[config.mk]
export PLATFORM = sky130hd
export DESIGN_NAME = sbcio_int_top
export DESIGN_NICKNAME = d
export VERILOG_FILES = /design/src/sbcio_pkg.sv /design/src/sbcio_pulse_gen.sv /design/src/sbcio_cfg_filter.sv /design/src/sbcio_int_top.sv
export VERILOG_INCLUDE_DIRS = /design/src
export SDC_FILE = /design/constraint.sdc
export NUM_CORES = 1
export LEC_CHECK = 0
export BUFFER_PORTS_ARGS = -buffer_cell sky130_fd_sc_hd__buf_2
export CAP_MARGIN = 20
export CORE_MARGIN = 4
export CORE_UTILIZATION = 59
export CTS_CLUSTER_SIZE = 24
export DETAILED_ROUTE_END_ITERATION = 10
export PLACE_DENSITY_LB_ADDON = 0.12
export SLEW_MARGIN = 25
export SYNTH_ARGS = -nofsm -noshare
export SYNTH_HDL_FRONTEND = slang
export SYNTH_HIERARCHICAL = 1
export SYNTH_SLANG_ARGS = --single-unit
[constraint.sdc]
create_clock -name sys_clk_i -period 4.4 [get_ports sys_clk_i]
set_input_delay 0.22 -clock sys_clk_i [delete_from_list [all_inputs] [get_ports sys_clk_i]]
set_output_delay 0.22 -clock sys_clk_i [all_outputs]
set_load 0.02 [all_outputs]
[src/sbcio_defs.svh]
/*
  Constants of the interrupt output block: timing, register offsets,
  field positions and reset values. Assumes a 125 MHz system clock.

*/
`ifndef SBCIO_DEFS_SVH
`define SBCIO_DEFS_SVH

`define SBCIO_CLK_NS 8
`define SBCIO_PULSE_NS 100000
`define SBCIO_GAP_NS 100000
`define SBCIO_CFG_FILT_NS 10000
`define SBCIO_PULSE_CYC (`SBCIO_PULSE_NS / `SBCIO_CLK_NS)
`define SBCIO_GAP_CYC \
  ((`SBCIO_GAP_NS + `SBCIO_CLK_NS - 1) / `SBCIO_CLK_NS)
`define SBCIO_CFG_CYC (`SBCIO_CFG_FILT_NS / `SBCIO_CLK_NS)

`define SBCIO_WAKE_W 8
`define SBCIO_FAIL_W 16
`define SBCIO_LVL_W 16
// Failure bits 4..0 are the restart-class errors and never interrupt.
`define SBCIO_FAIL_IRQ_CAP 16'hffe0

`define SBCIO_OFS_CTRL 8'h00
`define SBCIO_OFS_WAKE_EN 8'h04
`define SBCIO_OFS_WAKE_STAT 8'h08
`define SBCIO_OFS_FAIL_STAT 8'h0c
`define SBCIO_OFS_LEVEL 8'h10
`define SBCIO_OFS_CFG 8'h14
`define SBCIO_OFS_IRQ_STAT 8'h18
`define SBCIO_OFS_IRQ_MASK 8'h1c
`define SBCIO_OFS_PEND 8'h20

`define SBCIO_CTRL_GLOBAL_BIT 0
`define SBCIO_CTRL_RST 1'h0
`define SBCIO_WAKE_EN_RST 16'h0000
`define SBCIO_IRQ_MASK_RST 3'h0
`define SBCIO_IRQ_PULSE_BIT 0
`define SBCIO_IRQ_CFG_BIT 1
`define SBCIO_IRQ_STOP_BIT 2
`define SBCIO_IRQ_W 3

`endif

[src/sbcio_pkg.sv]
/*
  Types of the interrupt output block. Needs no other file.
*/
package sbcio_pkg;

  typedef enum logic [3:0] {
    SBCIO_MODE_INIT = 4'h1,
    SBCIO_MODE_NORMAL = 4'h2,
    SBCIO_MODE_STOP = 4'h4,
    SBCIO_MODE_OTHER = 4'h8
  } sbcio_mode_e;

  typedef enum logic [2:0] {
    SBCIO_ST_IDLE = 3'h1,
    SBCIO_ST_PULSE = 3'h2,
    SBCIO_ST_GAP = 3'h4
  } sbcio_state_e;

  typedef struct packed {
    logic [15:0] fail;
    logic [7:0] wake_b;
    logic [7:0] wake_a;
  } sbcio_evt_s;

endpackage : sbcio_pkg

[src/sbcio_pulse_gen.sv]
/*
  Pulse and gap timer for the active-low interrupt line.
  Assumes req_i and allow_i are synchronous to sys_clk_i.
*/
`timescale 1ns/1ps
module sbcio_pulse_gen #(
  parameter int unsigned PULSE_CYC = 12500,
  parameter int unsigned GAP_CYC = 12500
) (
  input wire logic sys_clk_i,
  input wire logic rst_i,
  input wire logic req_i,
  input wire logic allow_i,
  output logic start_o,
  output logic int_n_o
);
  localparam int unsigned CW = $clog2(PULSE_CYC + GAP_CYC + 1);
  localparam logic [CW-1:0] PULSE_END = CW'(PULSE_CYC - 1);
  localparam logic [CW-1:0] GAP_END = CW'(GAP_CYC - 1);

  sbcio_pkg::sbcio_state_e st_q;
  logic [CW-1:0] cnt_q;

  // A request waiting during pulse or gap starts the next pulse. It may
  // start on the last gap cycle, so the high time is exactly GAP_CYC.
  assign start_o = ((st_q == sbcio_pkg::SBCIO_ST_IDLE) |
                    ((st_q == sbcio_pkg::SBCIO_ST_GAP) &
                     (cnt_q == GAP_END))) & req_i & allow_i;

  always_ff @(posedge sys_clk_i) begin
    if (rst_i) begin
      st_q <= sbcio_pkg::SBCIO_ST_IDLE;
      cnt_q <= '0;
      int_n_o <= 1'b1;
    end else begin
      case (st_q)
        sbcio_pkg::SBCIO_ST_IDLE: begin
          cnt_q <= '0;
          if (start_o) begin
            st_q <= sbcio_pkg::SBCIO_ST_PULSE;
            int_n_o <= 1'b0;
          end
        end
        sbcio_pkg::SBCIO_ST_PULSE: begin
          if (cnt_q == PULSE_END) begin
            st_q <= sbcio_pkg::SBCIO_ST_GAP;
            cnt_q <= '0;
            int_n_o <= 1'b1;
          end else begin
            cnt_q <= cnt_q + CW'(1);
          end
        end
        sbcio_pkg::SBCIO_ST_GAP: begin
          if (cnt_q == GAP_END) begin
            cnt_q <= '0;
            if (start_o) begin
              st_q <= sbcio_pkg::SBCIO_ST_PULSE;
              int_n_o <= 1'b0;
            end else begin
              st_q <= sbcio_pkg::SBCIO_ST_IDLE;
            end
          end else begin
            cnt_q <= cnt_q + CW'(1);
          end
        end
        default: begin
          st_q <= sbcio_pkg::SBCIO_ST_IDLE;
          cnt_q <= '0;
          int_n_o <= 1'b1;
        end
      endcase
    end
  end

endmodule : sbcio_pulse_gen

[src/sbcio_cfg_filter.sv]
/*
  Stability filter for the configuration level on the interrupt pin.
  Assumes pin_i is synchronous to sys_clk_i.
*/
`timescale 1ns/1ps
module sbcio_cfg_filter #(
  parameter int unsigned FILT_CYC = 1250
) (
  input wire logic sys_clk_i,
  input wire logic rst_i,
  input wire logic sample_en_i,
  input wire logic pin_i,
  output logic level_o,
  output logic valid_o
);
  localparam int unsigned CW = $clog2(FILT_CYC + 1);
  localparam logic [CW-1:0] FILT_END = CW'(FILT_CYC - 1);

  logic cand_q;
  logic [CW-1:0] cnt_q;

  // The count restarts on every change, so short glitches never land.
  always_ff @(posedge sys_clk_i) begin
    if (rst_i) begin
      cand_q <= 1'b0;
      cnt_q <= '0;
    end else if (!sample_en_i || pin_i != cand_q) begin
      cand_q <= pin_i;
      cnt_q <= '0;
    end else if (cnt_q != FILT_END) begin
      cnt_q <= cnt_q + CW'(1);
    end
  end

  always_ff @(posedge sys_clk_i) begin
    if (rst_i) begin
      level_o <= 1'b0;
      valid_o <= 1'b0;
    end else if (sample_en_i && pin_i == cand_q &&
                 cnt_q == FILT_END) begin
      level_o <= cand_q;
      valid_o <= 1'b1;
    end
  end

endmodule : sbcio_cfg_filter

[src/sbcio_int_top.sv]
/*
  Interrupt output block: event latching, status commit, interrupt
  pulse line, configuration sampling and an Avalon-MM register slave.
  Assumes all inputs are synchronous to sys_clk_i and that the mode
  and stop command come from the device mode controller.
*/
// The implementer's own choices: the Avalon-MM slave port and the register addresses.
`include "sbcio_defs.svh"
`timescale 1ns/1ps
module sbcio_int_top #(
  parameter int unsigned PULSE_CYC = `SBCIO_PULSE_CYC,
  parameter int unsigned GAP_CYC = `SBCIO_GAP_CYC,
  parameter int unsigned CFG_CYC = `SBCIO_CFG_CYC
) (
  input wire logic sys_clk_i,
  input wire logic rst_i,
  input wire logic [7:0] avs_address_i,
  input wire logic avs_read_i,
  input wire logic avs_write_i,
  input wire logic [31:0] avs_writedata_i,
  output logic [31:0] avs_readdata_o,
  output logic avs_waitrequest_o,
  input sbcio_pkg::sbcio_mode_e mode_i,
  input wire logic stop_cmd_i,
  input sbcio_pkg::sbcio_evt_s evt_i,
  input wire logic [`SBCIO_LVL_W-1:0] level_i,
  input wire logic int_pin_i,
  output logic int_n_o,
  output logic int_oe_o,
  output logic cfg_o,
  output logic cfg_valid_o,
  output logic irq_o
);
  localparam int unsigned EW = $bits(sbcio_pkg::sbcio_evt_s);
  localparam int unsigned WW = `SBCIO_WAKE_W;
  localparam int unsigned FW = `SBCIO_FAIL_W;
  localparam int unsigned IW = `SBCIO_IRQ_W;

  // Bus handshake and register state.
  logic ack_q;
  logic wait_q;
  logic [31:0] rdata_q;
  logic global_q;
  logic [2*WW-1:0] wake_en_q;
  logic [IW-1:0] irq_stat_q;
  logic [IW-1:0] irq_mask_q;

  // Event state: live holds every latched event, vis what the status registers show.
  logic [EW-1:0] live_q;
  logic [EW-1:0] vis_q;
  logic stop_req_q;
  logic cfg_valid_prev_q;
  logic int_oe_q;
  logic irq_q;

  logic req_take;
  logic wr_en;
  logic [EW-1:0] clr;
  logic [EW-1:0] cap;
  logic [EW-1:0] live_d;
  logic wake_left;
  logic fresh;
  logic allow;
  logic start;
  logic cfg_lvl;
  logic cfg_vld;
  logic [IW-1:0] irq_set;
  logic [IW-1:0] irq_clr;
  logic [31:0] rd_mux;

  // Avalon slave: one wait state, then the access completes.
  assign req_take = (avs_read_i | avs_write_i) & ~ack_q;
  assign wr_en = avs_write_i & ack_q;

  always_ff @(posedge sys_clk_i) begin
    if (rst_i) begin
      ack_q <= 1'b0;
      wait_q <= 1'b1;
    end else begin
      ack_q <= req_take;
      wait_q <= ~req_take;
    end
  end

  always_comb begin
    rd_mux = 32'h0000_0000;
    case (avs_address_i)
      `SBCIO_OFS_CTRL: rd_mux[`SBCIO_CTRL_GLOBAL_BIT] = global_q;
      `SBCIO_OFS_WAKE_EN: rd_mux[2*WW-1:0] = wake_en_q;
      `SBCIO_OFS_WAKE_STAT: rd_mux[2*WW-1:0] = vis_q[2*WW-1:0];
      `SBCIO_OFS_FAIL_STAT: rd_mux[FW-1:0] = vis_q[EW-1:2*WW];
      `SBCIO_OFS_LEVEL: rd_mux[`SBCIO_LVL_W-1:0] = level_i;
      `SBCIO_OFS_CFG: rd_mux[1:0] = {cfg_vld, cfg_lvl};
      `SBCIO_OFS_IRQ_STAT: rd_mux[IW-1:0] = irq_stat_q;
      `SBCIO_OFS_IRQ_MASK: rd_mux[IW-1:0] = irq_mask_q;
      `SBCIO_OFS_PEND: rd_mux[EW-1:0] = live_q;
      default: rd_mux = 32'h0000_0000;
    endcase
  end

  always_ff @(posedge sys_clk_i) begin
    if (rst_i) begin
      rdata_q <= 32'h0000_0000;
    end else if (req_take && avs_read_i) begin
      rdata_q <= rd_mux;
    end
  end

  // Control registers written by software.
  always_ff @(posedge sys_clk_i) begin
    if (rst_i) begin
      global_q <= `SBCIO_CTRL_RST;
      wake_en_q <= `SBCIO_WAKE_EN_RST;
      irq_mask_q <= `SBCIO_IRQ_MASK_RST;
    end else if (wr_en) begin
      case (avs_address_i)
        `SBCIO_OFS_CTRL:
          global_q <= avs_writedata_i[`SBCIO_CTRL_GLOBAL_BIT];
        `SBCIO_OFS_WAKE_EN: wake_en_q <= avs_writedata_i[2*WW-1:0];
        `SBCIO_OFS_IRQ_MASK: irq_mask_q <= avs_writedata_i[IW-1:0];
        default: ;
      endcase
    end
  end

  // Write-one-to-clear masks for the readable status registers.
  always_comb begin
    clr = '0;
    irq_clr = '0;
    if (wr_en) begin
      case (avs_address_i)
        `SBCIO_OFS_WAKE_STAT:
          clr[2*WW-1:0] = avs_writedata_i[2*WW-1:0];
        `SBCIO_OFS_FAIL_STAT:
          clr[EW-1:2*WW] = avs_writedata_i[FW-1:0];
        `SBCIO_OFS_IRQ_STAT: irq_clr = avs_writedata_i[IW-1:0];
        default: ;
      endcase
    end
  end

  // Which latched bits may raise a pulse. The level inputs are never
  // latched here, so they cannot interrupt.
  assign cap[2*WW-1:0] = wake_en_q;
  assign cap[EW-1:2*WW] = global_q ?
    FW'(`SBCIO_FAIL_IRQ_CAP) : '0;

  // Events latch whatever the class; a new event wins over a clear.
  assign live_d = (live_q & ~clr) | evt_i;

  always_ff @(posedge sys_clk_i) begin
    if (rst_i) begin
      live_q <= '0;
    end else begin
      live_q <= live_d;
    end
  end

  // Readable copy only changes at the pulse falling edge, apart from
  // host clears; events caught later stay pending in live_q.
  always_ff @(posedge sys_clk_i) begin
    if (rst_i) begin
      vis_q <= '0;
    end else if (start) begin
      vis_q <= live_q & ~clr;
    end else begin
      vis_q <= vis_q & ~clr;
    end
  end

  // A capable event not yet shown to the host asks for a pulse.
  assign fresh = |(live_q & ~vis_q & cap);
  assign wake_left = |live_q[2*WW-1:0] | |vis_q[2*WW-1:0];

  always_ff @(posedge sys_clk_i) begin
    if (rst_i) begin
      stop_req_q <= 1'b0;
    end else if (stop_cmd_i && wake_left) begin
      stop_req_q <= 1'b1;
    end else if (start) begin
      stop_req_q <= 1'b0;
    end
  end

  // Pulses only in Normal and Stop. The mode is only observed here,
  // never driven, so a pulse cannot move the device to another mode.
  assign allow = (mode_i == sbcio_pkg::SBCIO_MODE_NORMAL) |
                 (mode_i == sbcio_pkg::SBCIO_MODE_STOP);

  sbcio_pulse_gen #(
    .PULSE_CYC(PULSE_CYC),
    .GAP_CYC(GAP_CYC)
  ) u_pulse (
    .sys_clk_i(sys_clk_i),
    .rst_i(rst_i),
    .req_i(fresh | stop_req_q),
    .allow_i(allow),
    .start_o(start),
    .int_n_o(int_n_o)
  );

  // In init the driver is off so the external level and the pull-down
  // set the pin; the filter then decides the configuration.
  always_ff @(posedge sys_clk_i) begin
    if (rst_i) begin
      int_oe_q <= 1'b0;
    end else begin
      int_oe_q <= (mode_i != sbcio_pkg::SBCIO_MODE_INIT);
    end
  end

  sbcio_cfg_filter #(
    .FILT_CYC(CFG_CYC)
  ) u_cfg (
    .sys_clk_i(sys_clk_i),
    .rst_i(rst_i),
    .sample_en_i(mode_i == sbcio_pkg::SBCIO_MODE_INIT),
    .pin_i(int_pin_i),
    .level_o(cfg_lvl),
    .valid_o(cfg_vld)
  );

  // Block interrupt: pulse issued, configuration taken, stop refused
  // to pass silently. Set wins over a write-one clear.
  always_comb begin
    irq_set = '0;
    irq_set[`SBCIO_IRQ_PULSE_BIT] = start;
    irq_set[`SBCIO_IRQ_CFG_BIT] = cfg_vld & ~cfg_valid_prev_q;
    irq_set[`SBCIO_IRQ_STOP_BIT] = stop_cmd_i & wake_left;
  end

  always_ff @(posedge sys_clk_i) begin
    if (rst_i) begin
      irq_stat_q <= '0;
      cfg_valid_prev_q <= 1'b0;
      irq_q <= 1'b0;
    end else begin
      irq_stat_q <= (irq_stat_q & ~irq_clr) | irq_set;
      cfg_valid_prev_q <= cfg_vld;
      irq_q <= |(irq_stat_q & irq_mask_q);
    end
  end

  assign avs_readdata_o = rdata_q;
  assign avs_waitrequest_o = wait_q;
  assign int_oe_o = int_oe_q;
  assign cfg_o = cfg_lvl;
  assign cfg_valid_o = cfg_vld;
  assign irq_o = irq_q;

endmodule : sbcio_int_top

**Yosys cells after proc, flatten, opt, wreduce, memory -nomap -nowiden**

Cells that the tools add are included.

- Flip-flop bits (word level): 158
- Input port bits: 98
- Output and inout bits: 38
- Word-level logic and storage cells: 115

- Add/sub/neg operators: 2
- Eq/ne operators: 23
- Muxes and demuxes: 23
- Bitwise gates (word level): 27
- Reductions and logical operators: 20

Operators with widths:

| cell | count |
|---|---|
| $and A32 B32 Y32 | 4 |
| $pmux W13 S5 | 1 |
| $mux W16 | 4 |
| $mux W32 | 2 |
| $not A32 Y32 | 2 |
| $eq A8 B5 Y1 const B | 4 |
| $or A32 B32 Y32 | 1 |
| $reduce_or A16 Y1 | 2 |
| $reduce_or A32 Y1 | 1 |
| $eq A8 B4 Y1 const B | 2 |
| $add A15 B1 Y15 const B | 1 |
| $eq A15 B14 Y1 const B | 1 |
| $mux W3 | 5 |
| $add A11 B1 Y11 const B | 1 |
| $eq A11 B11 Y1 const B | 1 |
| $ne A11 B11 Y1 const B | 1 |
| $pmux W1 S9 | 1 |
| $pmux W3 S3 | 1 |
| $eq A8 B3 Y1 const B | 1 |
| $eq A8 B6 Y1 const B | 1 |
| $logic_not A8 Y1 | 1 |
| $pmux W1 S8 | 1 |
| $reduce_and A2 Y1 | 4 |
| $and A1 B1 Y1 | 7 |
| 27 further kinds | 45 |

**Logic depth before layout (Yosys ltp)**

Gate-level depths: netlist (run 1).

- Word-level depth: 10
- Mapped depth: 11
- Mapped depth without buffers: 9

**Hierarchy**

Netlist (run 1), hierarchy kept.

Modules (own cells, without submodules):

| module | times used | cells each | area an instance (um^2) | sequential area each (um^2) |
|---|---|---|---|---|
| sbcio_int_top | 1 | 642 | 5703.0 | 2502.4 |
| sbcio_pulse_gen | 1 | 100 | 953.4 | 380.4 |
| sbcio_cfg_filter | 1 | 71 | 659.4 | 280.3 |

**Worst setup path before layout (run 1)**

OpenSTA, ideal clock, no wires.

- Path kind: flip-flop to flip-flop
- Start: register u_pulse.cnt_q[5]
- End: register vis_q[28]
- Setup time: 0.134 ns
- Data arrival time: 2.180 ns
- Required time: 4.266 ns
- Path slack: 2.086 ns
- Cell stages (with the launch flop): 10
- Buffers on the path: 3
- Period minus slack after synthesis: 2.314 ns
- Cell sequence: dfxtp_1 > buf_2 > and4bb_2 > nand4_4 > o21a_1 > nor2_1 > clkbuf_1 > buf_1 > mux2i_1 > a211oi_1

- Word-level cells in the longest chain between the ends: 6

Ends and longest elaborated chain:

| item | RTL line | source |
|---|---|---|
| start, declared | sbcio_pulse_gen.sv:22 | `logic [CW-1:0] cnt_q;` |
| start signal, assigned | sbcio_pulse_gen.sv:50 | `cnt_q <= cnt_q + CW'(1);` |
| start signal, assigned | sbcio_pulse_gen.sv:63 | `cnt_q <= cnt_q + CW'(1);` |
| $eq A15 B14 Y1 | sbcio_pulse_gen.sv:28 | `(cnt_q == GAP_END))) & req_i & allow_i;` |
| $and A1 B1 Y1 | sbcio_pulse_gen.sv:27 | `((st_q == sbcio_pkg::SBCIO_ST_GAP) &` |
| $or A1 B1 Y1 | sbcio_pulse_gen.sv:26 | `assign start_o = ((st_q == sbcio_pkg::SBCIO_ST_IDLE) \|` |
| $and A1 B1 Y1 (2 in a row) | sbcio_pulse_gen.sv:28 |  |
| net irq_set[0] | sbcio_int_top.sv:67 | `logic [IW-1:0] irq_set;` |
| $mux W32 | sbcio_int_top.sv:164 | `end else if (start) begin` |
| end signal, assigned | sbcio_int_top.sv:165 | `vis_q <= live_q & ~clr;` |
| end signal, assigned | sbcio_int_top.sv:167 | `vis_q <= vis_q & ~clr;` |
| end, declared | sbcio_int_top.sv:50 | `logic [EW-1:0] vis_q;` |

The timed path passes the listed nets, and every way through them passes these cells.
A chain may end at the register's enable or synchronous reset.

**Final worst setup path (run 1)**

- Start: register live_q[3]
- End: register vis_q[11]

- Word-level cells in the longest chain between the ends: 7

Ends and longest elaborated chain:

| item | RTL line | source |
|---|---|---|
| start, declared | sbcio_int_top.sv:49 | `logic [EW-1:0] live_q;` |
| start signal, assigned | sbcio_int_top.sv:155 | `live_q <= live_d;` |
| $and A32 B32 Y32 (2 in a row) | sbcio_int_top.sv:172 | `assign fresh = \|(live_q & ~vis_q & cap);` |
| $reduce_or A32 Y1 | sbcio_int_top.sv:172 |  |
| $or A1 B1 Y1 | sbcio_int_top.sv:196 | `.req_i(fresh \| stop_req_q),` |
| $and A1 B1 Y1 (2 in a row) | sbcio_pulse_gen.sv:28 |  |
| net irq_set[0] | sbcio_int_top.sv:67 |  |
| $mux W32 | sbcio_int_top.sv:164 |  |

The timed path passes the listed nets, and every way through them passes these cells.

==> impl_metrics.toml, run 1 <==
[yosys]
synth_cells = 813
ys_seq_area_frac = 0.4324
synth.area.mux_share = 0.08004
synth.net_count = 914
ys_ff_latch = 158
synth_top_area_frac = 0.4324
synth_adder_area_share = 0.005131
async_reset_ff_frac = 0
synth_edf_count = 0
synth_top_area_cell = "dfxtp_1"
synth_area_leaders = "dfxtp_1 (43%), nor2_1 (5.3%), mux2i_1 (4.9%), a211oi_1 (4.0%), a311oi_1 (3.4%)"
ys_warn_count = 6
synth_flop_cell = "dfxtp_1"
synth_xor_area_frac = 0.02634
yosys.area_share.simple = 0.1946
avgSynthCellArea_um2 = 8.998
syn_area_mm2 = 0.007316
ys_types = 68
synth_compound_area_frac = 0.2061
synth_top_family_by_area = "compound AO/OA/AOI/OAI gates"

[layout]
fin_nets = 1007
final_cell_mix = "dfxtp_1 (158), buf_2 (118), nor2_1 (103)"
multi_input_area_mm2 = 0.003770
regArea_mm2 = 0.003163
fin_cells = 1087
antenna_cells = 0
drive_gt1_frac = 0.2144
fill_cells = 956
area_delta_synth_final_pct = 17.21
design_area_mm2 = 0.008574
layout_commonest_cell = "dfxtp_1"

[power]
comb_power_share = 0.075
seq_power_share = 0.459
p_clk_frac = 0.465
internal_power_mw = 2.517
p_per_area_mw_per_mm2 = 383.8
p_sw_frac = 0.2353
vdd_drop_max_mv = 0.2603
p_leak_nw = 3.274
switchingPower_mw = 0.7742

[global_route]
grt_pass1_vias = 6611
grt_pass1_wl_mm = 32.37
grt_max_degree = 100
grt_antenna_before_repair = 0
overflow = 0
grt_use_total = 0.2828

[timing]
slew_headroom = 0.3098
drv_slew = 0
fin_crit_sh = 0.6614
tightest_slew_ps = 1035
tns_ps = 0
period_minus_slack_ps = 2910
fmax_mhz = 343.6
finalSetupViolations = 0
whs_ps = 23.21
skew_ps = 6.875
final_hold_viol_count = 0
layout_setup_ws_ps = 1490
rsz0062_at_grt = "false"

[setup_path]
start_kind = "register"
reg2reg_to = "vis_q[11]"
rrSetupSlack_ps = 1490
crit_path_max_fanout = 27
arrival_ps = 3170
worst_ep_required_time_ps = 4660
worst_r2r_path_depth = 9
cp-end-kind = "register"
reg2reg_from = "live_q[3]"
critical_path_class = "reg2reg"

[placement]
portBuffers = 119
placed_area_mm2 = 0.007948
dp_hpwl_mm = 14.45
pre_cts_ws_ps = 1598
gp_congestion = 0.9159
placedCellCount = 1055

[routing]
via_per_inst = 6.114
drt_iter0_drc = 597
drt-total-wl_mm = 20.13
drc_errors = 0
wl_per_cell_um = 18.52
vias = 6646
dr.pass1.iters = 7
ant_nets = 0

[min_path]
hold-path-endpoint = "live_q[30]"
hp-start = "evt_i[30]"
hp-class = "in2reg"
hold_depth = 3

[clock_tree]
cts_root_buf = "clkbuf_16"
numCtsBuffers = 17
cts_buffer_depth = 2
cts_tree = "done"
h-tree-depth = 4
clk_pin_slew_worst_paths_ps = 60
clock_sinks = 158
cts_hold_buf = 0
post-cts-setup-buffers = 0
clock_latency_ps = 430
cts_resized = 0

[floorplanning]
start_util = 0.6065
core_area_mm2 = 0.01206
die_area_mm2 = 0.01425
boundaryPins = 136
die_y_um = 119.4
std_cell_rows = 40
die_w_um = 119.4

[status]
status = "complete, no violations"

[flow_run]
drv_cap = 0
==> flip-flops by register name (all words and copies together), names as in the netlist, 11 cells and up <==
| signal | cells |
|---|---|
| avs_readdata_o | 32 |
| wake_en_q | 16 |
| u_cfg/cnt_q | 11 |
| vis_q | 32 |
| live_q | 32 |
| u_pulse/cnt_q | 15 |
==> worst max path at each step <==
stage               slack [ps]         to  cells past startpoint              from
finish                    1490  vis_q[11]                      9         live_q[3]
floorplan                 2090  vis_q[28]                      9  u_pulse/cnt_q[5]
detailed placement        1600  vis_q[13]                      9         live_q[7]
CTS                       1570  vis_q[11]                      9         live_q[7]
global route              1280  vis_q[11]                      9         live_q[6]
global placement          1630  vis_q[12]                      9         live_q[7]
==> worst max-delay path, cell delays in order, from the launching register on <==
cell      delay [ps]
dfxtp_1          420
nand2_1          130
o22ai_1          170
a31oi_1           80
nand4_1          190
nand3b_1         250
nor2_4           800
buf_4            380
mux2i_1          230
a211oi_1          70
==> routing by layer <==
| layer | vias to the layer above | share of wire | global-route usage |
|---|---|---|---|
| met2 | 273 | 0.51 | 0.4988 |
| met5 | - | 0 | 0 |
| met1 | 3161 | 0.39 | 0.3171 |
| met4 | 0 | 0.040 | 0.1596 |
| met3 | 58 | 0.066 | 0.05651 |
| li1 | 3154 | - | - |
==> cell usage after synthesis (all sizes together), types with 5 or more instances <==
master,instances
dfxtp,158
nor2,105
nand2,62
inv,47
a211oi,40
mux2i,36
a21oi,35
clkbuf,31
a22oi,30
a311oi,28
a22o,27
buf,19
o21ai,19
nor4,16
nor3,15
mux2,14
nand3,14
xor2,14
nand2b,12
nand4,12
nor2b,9
xnor2,8
o22ai,7
and2,6
and4,6
a211o,5
==> cell type report <==
type / count / share of cell area
Tap cell: 168 / 0.02451
Clock inverter: 10 / 0.01576
Multi-Input combinational cell: 558 / 0.4397
Clock buffer: 22 / 0.05647
Sequential cell: 158 / 0.3689
Inverter: 47 / 0.02057
Timing Repair Buffer: 124 / 0.07413
==> power by group through the flow <==
| stage | clock network, mW | registers (mW) | logic [mW] |
|---|---|---|---|
| after CTS | 1.54 | 1.51 | 0.246 |
| after floorplan | 0 | 1.54 | 0.133 |
| after detailed placement | 0 | 1.54 | 0.244 |
| after global routing | 1.61 | 1.52 | 0.270 |
| final | 1.53 | 1.51 | 0.248 |
| after global placement | 0 | 1.54 | 0.237 |
==> cells by family after synthesis <==
| kind of cell | after synthesis |
|---|---|
| simple gates | 275 |
| compound gates | 205 |
| flops | 158 |
| buf+inv | 97 |
| mux | 53 |
| xor+xnor | 22 |
| fa+ha+maj | 3 |
==> stage by stage <==
step	utilization	power, mW
after floorplan	-	1.674
after global placement	0.6585	1.777
after detailed placement	0.6589	1.786
after CTS	0.7103	3.295
after global routing	0.7109	3.395
final	0.7109	3.291
Power figures use the tool's default switching activity.
==> run 2: changes to the inputs <==
--- a/config.mk
+++ b/config.mk
@@ -6,10 +6,11 @@
 export SDC_FILE = /design/constraint.sdc
 export NUM_CORES = 1
 export LEC_CHECK = 0
+export ABC_AREA = 1
 export BUFFER_PORTS_ARGS = -buffer_cell sky130_fd_sc_hd__buf_2
 export CAP_MARGIN = 20
 export CORE_MARGIN = 4
-export CORE_UTILIZATION = 59
+export CORE_UTILIZATION = 51
 export CTS_CLUSTER_SIZE = 24
 export DETAILED_ROUTE_END_ITERATION = 10
 export PLACE_DENSITY_LB_ADDON = 0.12
==> constraint.sdc (replaced) <==
create_clock -name sys_clk_i -period 2.6 [get_ports sys_clk_i]
set_input_delay 0.13 -clock sys_clk_i [delete_from_list [all_inputs] [get_ports sys_clk_i]]
set_output_delay 0.13 -clock sys_clk_i [all_outputs]
set_load 0.02 [all_outputs]
==> impl_metrics.toml, run 2 <==
[status]
status = "complete, no violations"

[yosys]
ys_seq_area_frac = 0.4139
synth.net_count = 1166
ys_types = 41
avgSynthCellArea_um2 = 7.176
async_reset_ff_frac = 0
synth_common_cells = "nand2_1 (197), nor2_1 (171), dfxtp_1 (158)"
synth_area_leaders = "dfxtp_1 (41%), nand2_1 (9.7%), nor2_1 (8.4%), inv_1 (6.2%), a21oi_1 (5.4%)"
synth_flop_cell = "dfxtp_1"
synth_cells = 1065
synth_top_area_frac = 0.4139
syn_area_mm2 = 0.007642
synth_top_area_cell = "dfxtp_1"
ys_warn_count = 6
ys_ff_latch = 158
synth_most_common_cell = "nand2_1"
synth_edf_count = 0

[floorplanning]
die_w_um = 130.4
core_area_mm2 = 0.01459
std_cell_rows = 44
boundaryPins = 136
die_y_um = 130.4
start_util = 0.5238
die_area_mm2 = 0.01701

[clock_tree]
clock_latency_ps = 420
clk_pin_slew_worst_paths_ps = 60
numCtsBuffers = 17
cts_root_buf = "clkbuf_16"
clock_sinks = 158
cts_buffer_depth = 2
post-cts-setup-buffers = 0
cts_tree = "done"
h-tree-depth = 4

[global_route]
grt_pass1_wl_mm = 33.29
grt_pass1_vias = 6701
grt_antenna_before_repair = 0
overflow = 0
grt_use_total = 0.2461
grt_max_degree = 112

[setup_path]
arrival_ps = 2500
critical_path_class = "reg2reg"
cp-end-kind = "register"
reg2reg_to = "vis_q[23]"
rrSetupSlack_ps = 430
endpoint = "vis_q[23]"
reg2reg_from = "vis_q[25]"
cp-startpoint = "vis_q[25]"
worst_r2r_path_depth = 15
worstPathCellList = "inv_1 > nand2_1 > nand2_1 > a221oi_1 > nand3_1 > nand2_1 > nand3_1 > nand2_1 > nor2_1 > nand2_2 > inv_1 > inv_1 > buf_12 > nand2_1 > a221oi_1"
max_stage_delay_ps = 330
critical-path-slowest-cell = "dfxtp_1"
critical_path_buf_inv_count = 4
path_depth = 15
cpLargestDelayFamily = "simple AND/OR/NAND/NOR gates"
cpMostUsedCell = "nand2_1"
worst_ep_required_time_ps = 2930
start_kind = "register"
crit_path_max_fanout = 30

[placement]
placed_area_mm2 = 0.008313
gp_congestion = 0.8484
portBuffers = 119
dp_hpwl_mm = 14.52

[layout]
drive_gt1_frac = 0.1877
layout_commonest_cell = "nand2_1"
final_util = 0.6358
multi_input_area_mm2 = 0.003719
area_delta_synth_final_pct = 21.37
antenna_cells = 0
final_cell_mix = "nand2_1 (197), nor2_1 (171), dfxtp_1 (158)"
regArea_mm2 = 0.003163
fill_cells = 1317
fin_nets = 1304
design_area_mm2 = 0.009275

[timing]
skew_ps = 6.928
fmax_mhz = 461.2
tightest_slew_ps = 748.6
final_hold_viol_count = 0
rsz0062_at_grt = "false"
period_minus_slack_ps = 2168
finalSetupViolations = 0
slew_headroom = 0.5004
drv_slew = 0
tns_ps = 0
fin_crit_sh = 0.8340

[min_path]
hp-class = "in2reg"

[power]
p_clk_frac = 0.464
vdd_drop_max_mv = 0.4087
internal_power_mw = 4.301
seq_power_share = 0.456
p_leak_nw = 3.771
comb_power_share = 0.080
p_sw_frac = 0.2298
switchingPower_mw = 1.283
p_per_area_mw_per_mm2 = 602.0

[routing]
wl_per_cell_um = 14.65
ant_nets = 0
via_per_inst = 5.219
drt-total-wl_mm = 20.50
drc_errors = 0
drt_iter0_drc = 646
dr.pass1.iters = 5
vias = 7301

[flow_run]
drv_cap = 0
[run 2: cell types whose count changed after synthesis, sizes merged, moves of 14 or more]
cell and delta:
a211oi -15, a21oi +51, a221oi +15, a22o -27
a22oi -30, a311oi -28, inv +86, mux2 -14
mux2i -36, nand2 +145, nand3 +67, nor2 +78
nor3 +19, o21ai +27
[run 2: logic make-up (layout without fill, tap and decap cells)]
family | Yosys count | in the layout | synth area share
AO/OA/AOI/OAI | 199 | 199 | 0.1621
XOR/XNOR | 5 | 5 | 0.005731
adder cells (fa/ha/maj) | 3 | 3 | 0.004912
buffers and inverters | 179 | 329 | 0.09954
flip-flops | 158 | 158 | 0.4139
AND/OR/NAND/NOR | 521 | 521 | 0.3139
[run 2: worst min path at each step]
stage / start / to / slack, ps / cells after the start
final: mode_i[1] / int_oe_o / 0.8 / 3
after detailed placement: evt_i[1] / live_q[1] / 340 / 3
after CTS: avs_writedata_i[1] / wake_en_q[1] / 4 / 3
after global placement: evt_i[15] / live_q[15] / 340 / 3
after floorplan: rst_i / u_pulse/st_q[1] / 200 / 1
after global routing: avs_writedata_i[7] / wake_en_q[7] / 10 / 3
[run 2: final cells by class]
| type | count | area share |
|---|---|---|
| clock inverter | 5 | 0.01106 |
| multi-input combinational | 728 | 0.4009 |
| tap | 184 | 0.02482 |
| sequential | 158 | 0.3410 |
| inverter | 134 | 0.05423 |
| timing repair buffer | 164 | 0.1130 |
| clock buffer | 26 | 0.05490 |
[run 2: worst min-delay path, delay by kind of cell]
kind | cells | cell delay, ps
buffers and inverters | 1 | 100
AND/OR/NAND/NOR | 2 | 160
[run 2: per-stage QoR]
stage / hold WS, ps / power, mW / setup slack (ps) / std cells
floorplan: 199.1 / 2.829 / 592.4 / 1065
global placement: 336.9 / 2.994 / 478.8 / 1333
detailed placement: 341.2 / 3.000 / 428.0 / 1333
CTS: 3.922 / 5.612 / 410.6 / 1399
global route: 11.47 / 5.778 / 175.3 / 1399
finish: 0.8109 / 5.584 / 431.5 / 1399
[run 2: timing repair]
action | CTS | global route
hold buffers | 35 | 0
hold endpoints to repair | 35 | 0
resized for setup | 0 | 0
[run 2: layer usage]
| metal | share of wire | up-vias | global-route usage |
|---|---|---|---|
| met3 | 0.065 | 28 | 0.03862 |
| li1 | - | 3767 | - |
| met5 | 0 | - | 0 |
| met2 | 0.46 | 195 | 0.3868 |
| met4 | 0.016 | 0 | 0.08106 |
| met1 | 0.46 | 3311 | 0.3482 |
[run 2: power by group through the flow]
stage                     logic [mW]  clock network [mW]  registers [mW]
after floorplan                0.225                   0            2.60
after global routing           0.497                2.73            2.55
after CTS                      0.447                2.62            2.54
final                          0.447                2.59            2.55
after global placement         0.400                   0            2.59
after detailed placement       0.404                   0            2.60
==> run 3: changes to the inputs <==
--- a/config.mk
+++ b/config.mk
@@ -10,7 +10,7 @@
 export BUFFER_PORTS_ARGS = -buffer_cell sky130_fd_sc_hd__buf_2
 export CAP_MARGIN = 20
 export CORE_MARGIN = 4
-export CORE_UTILIZATION = 51
+export CORE_UTILIZATION = 56
 export CTS_CLUSTER_SIZE = 24
 export DETAILED_ROUTE_END_ITERATION = 10
 export PLACE_DENSITY_LB_ADDON = 0.12
==> constraint.sdc (replaced) <==
create_clock -name sys_clk_i -period 2.1 [get_ports sys_clk_i]
set_input_delay 0.105 -clock sys_clk_i [delete_from_list [all_inputs] [get_ports sys_clk_i]]
set_output_delay 0.105 -clock sys_clk_i [all_outputs]
set_load 0.02 [all_outputs]
==> impl_metrics.toml, run 3 (synthesis results as in run 2) <==
[routing]
wl_per_cell_um = 15.55
dr.pass1.iters = 6
vias = 7811
via_per_inst = 5.398
ant_nets = 0
drt-total-wl_mm = 22.49
drc_errors = 0
drt_iter0_drc = 992

[layout]
final_util = 0.7491
fin_cells = 1447
final_cell_mix = "nand2_1 (186), nor2_1 (170), dfxtp_1 (152)"
drive_gt1_frac = 0.2463
layout_commonest_cell = "nand2_1"
design_area_mm2 = 0.009960
antenna_cells = 0
area_delta_synth_final_pct = 30.32
fin_nets = 1359

[setup_path]
cp-end-kind = "register"
critical_path_class = "reg2reg"
worst_ep_required_time_ps = 2380
worstPathCellList = "inv_1 > nand2_1 > nand2_1 > a221oi_2 > nand3_1 > nand2_1 > nand3_2 > nand2_2 > nor2_2 > nand2_2 > clkinvlp_4 > buf_12 > clkbuf_16 > buf_4 > nand2_2 > a211oi_2"
max_stage_delay_ps = 340
critical-path-slowest-cell = "dfxtp_2"
arrival_ps = 2440
critical_path_buf_inv_count = 5
start_kind = "register"
crit_path_max_fanout = 8
cpLargestDelayFamily = "simple AND/OR/NAND/NOR gates"

[global_route]
grt_use_total = 0.2703
grt_pass1_vias = 7017
overflow = 0
grt_pass1_wl_mm = 34.69
grt_antenna_before_repair = 0
grt_max_degree = 111

[floorplanning]
core_area_mm2 = 0.01330
start_util = 0.5748
die_w_um = 124.8
std_cell_rows = 42
boundaryPins = 136
die_area_mm2 = 0.01558
die_y_um = 124.8

[placement]
gp_congestion = 0.8711
portBuffers = 119
dp_hpwl_mm = 14.69
placedCellCount = 1351
placed_area_mm2 = 0.008523

[timing]
drv_slew = 0
final_hold_viol_count = 0
fin_crit_sh = 1.028
tns_ps = -251.8
layout_setup_ws_ps = -58.12
rsz0062_at_grt = "true"
slew_headroom = 0.5153
fmax_mhz = 463.4
tightest_slew_ps = 726.2
finalSetupViolations = 15
skew_ps = 8.370
period_minus_slack_ps = 2158

[power]
internal_power_mw = 5.244
p_per_area_mw_per_mm2 = 692.8
finalPower_mw = 6.900
comb_power_share = 0.097
p_leak_nw = 4.079
vdd_drop_max_mv = 0.6311
p_clk_frac = 0.448
switchingPower_mw = 1.657
p_sw_frac = 0.2401
seq_power_share = 0.455

[clock_tree]
clock_sinks = 158
cts_tree = "done"
numCtsBuffers = 17
h-tree-depth = 4
clk_pin_slew_worst_paths_ps = 60
clock_latency_ps = 420
cts_buffer_depth = 2
cts_root_buf = "clkbuf_16"

[min_path]
hp-class = "in2reg"

[status]
violations = "setup timing"
status = "finished with violations"

[flow_run]
drv_cap = 0
==> run 3: cell types whose count changed in the layout (fill, tap and decap cells not counted), sizes merged <==
cell	change
buf	+38
bufinv	-1
clkinv	+3
clkinvlp	+4
dlygate4sd3	+14
inv	-2
==> run 3: layout make-up <==
class | instances | area [um2]
clock buffers | 23 | 488.0
repair buffers | 219 | 1610
multi-input cells | 728 | 3850
well taps | 176 | 220.2
clock inverters | 9 | 108.9
flip-flops and latches | 158 | 3171
fillers | 1051 | 3336
inverters | 134 | 511.7
==> run 3: power groups by stage <==
stage               Clock (mW)  Sequential [mW]  Combinational [mW]
floorplan                    0             3.22               0.278
global placement             0             3.20               0.538
detailed placement           0             3.20               0.543
CTS                       3.13             3.13               0.618
global route              3.24             3.15               0.727
finish                    3.09             3.14               0.669
==> run 3: timing repair <==
item                       CTS  global route
gates cloned                 0             5
setup buffers                0            10
resized for setup            3            47
setup endpoints to repair   23            28
pin swaps                    0            11
hold endpoints to repair    50             0
hold buffers                49             0
==> run 3: final timing paths <==
kind	slack (ps)	from	depth (start not counted)	to
setup / recovery	-60	vis_q[25]	16	vis_q[24]
setup reg to reg	-60	vis_q[25]	16	vis_q[24]
hold / removal	10	level_i[5]	3	avs_readdata_o[5]
hold reg to reg	450	u_pulse/int_n_o	2	u_pulse/int_n_o
==> run 3: routing by layer <==
layer,track usage,part of all wire,up-vias
met5,0,0,-
met4,0.06186,0.015,0
met3,0.06604,0.089,40
met2,0.4354,0.46,337
met1,0.3686,0.44,3548
li1,-,-,3886
==> run 3: through the flow <==
step	hold slack (ps)	setup WS (ps)
after CTS	0.3185	-4.404
after global routing	22.05	-137.7
final	11.02	-58.12
after detailed placement	319.6	-145.3
after global placement	308.7	-56.88
after floorplan	174.1	92.40
==> run 3: tightest hold or removal path: stages <==
cell and delay, ps:
buf_2 80, a21oi_1 60, a31oi_1 150
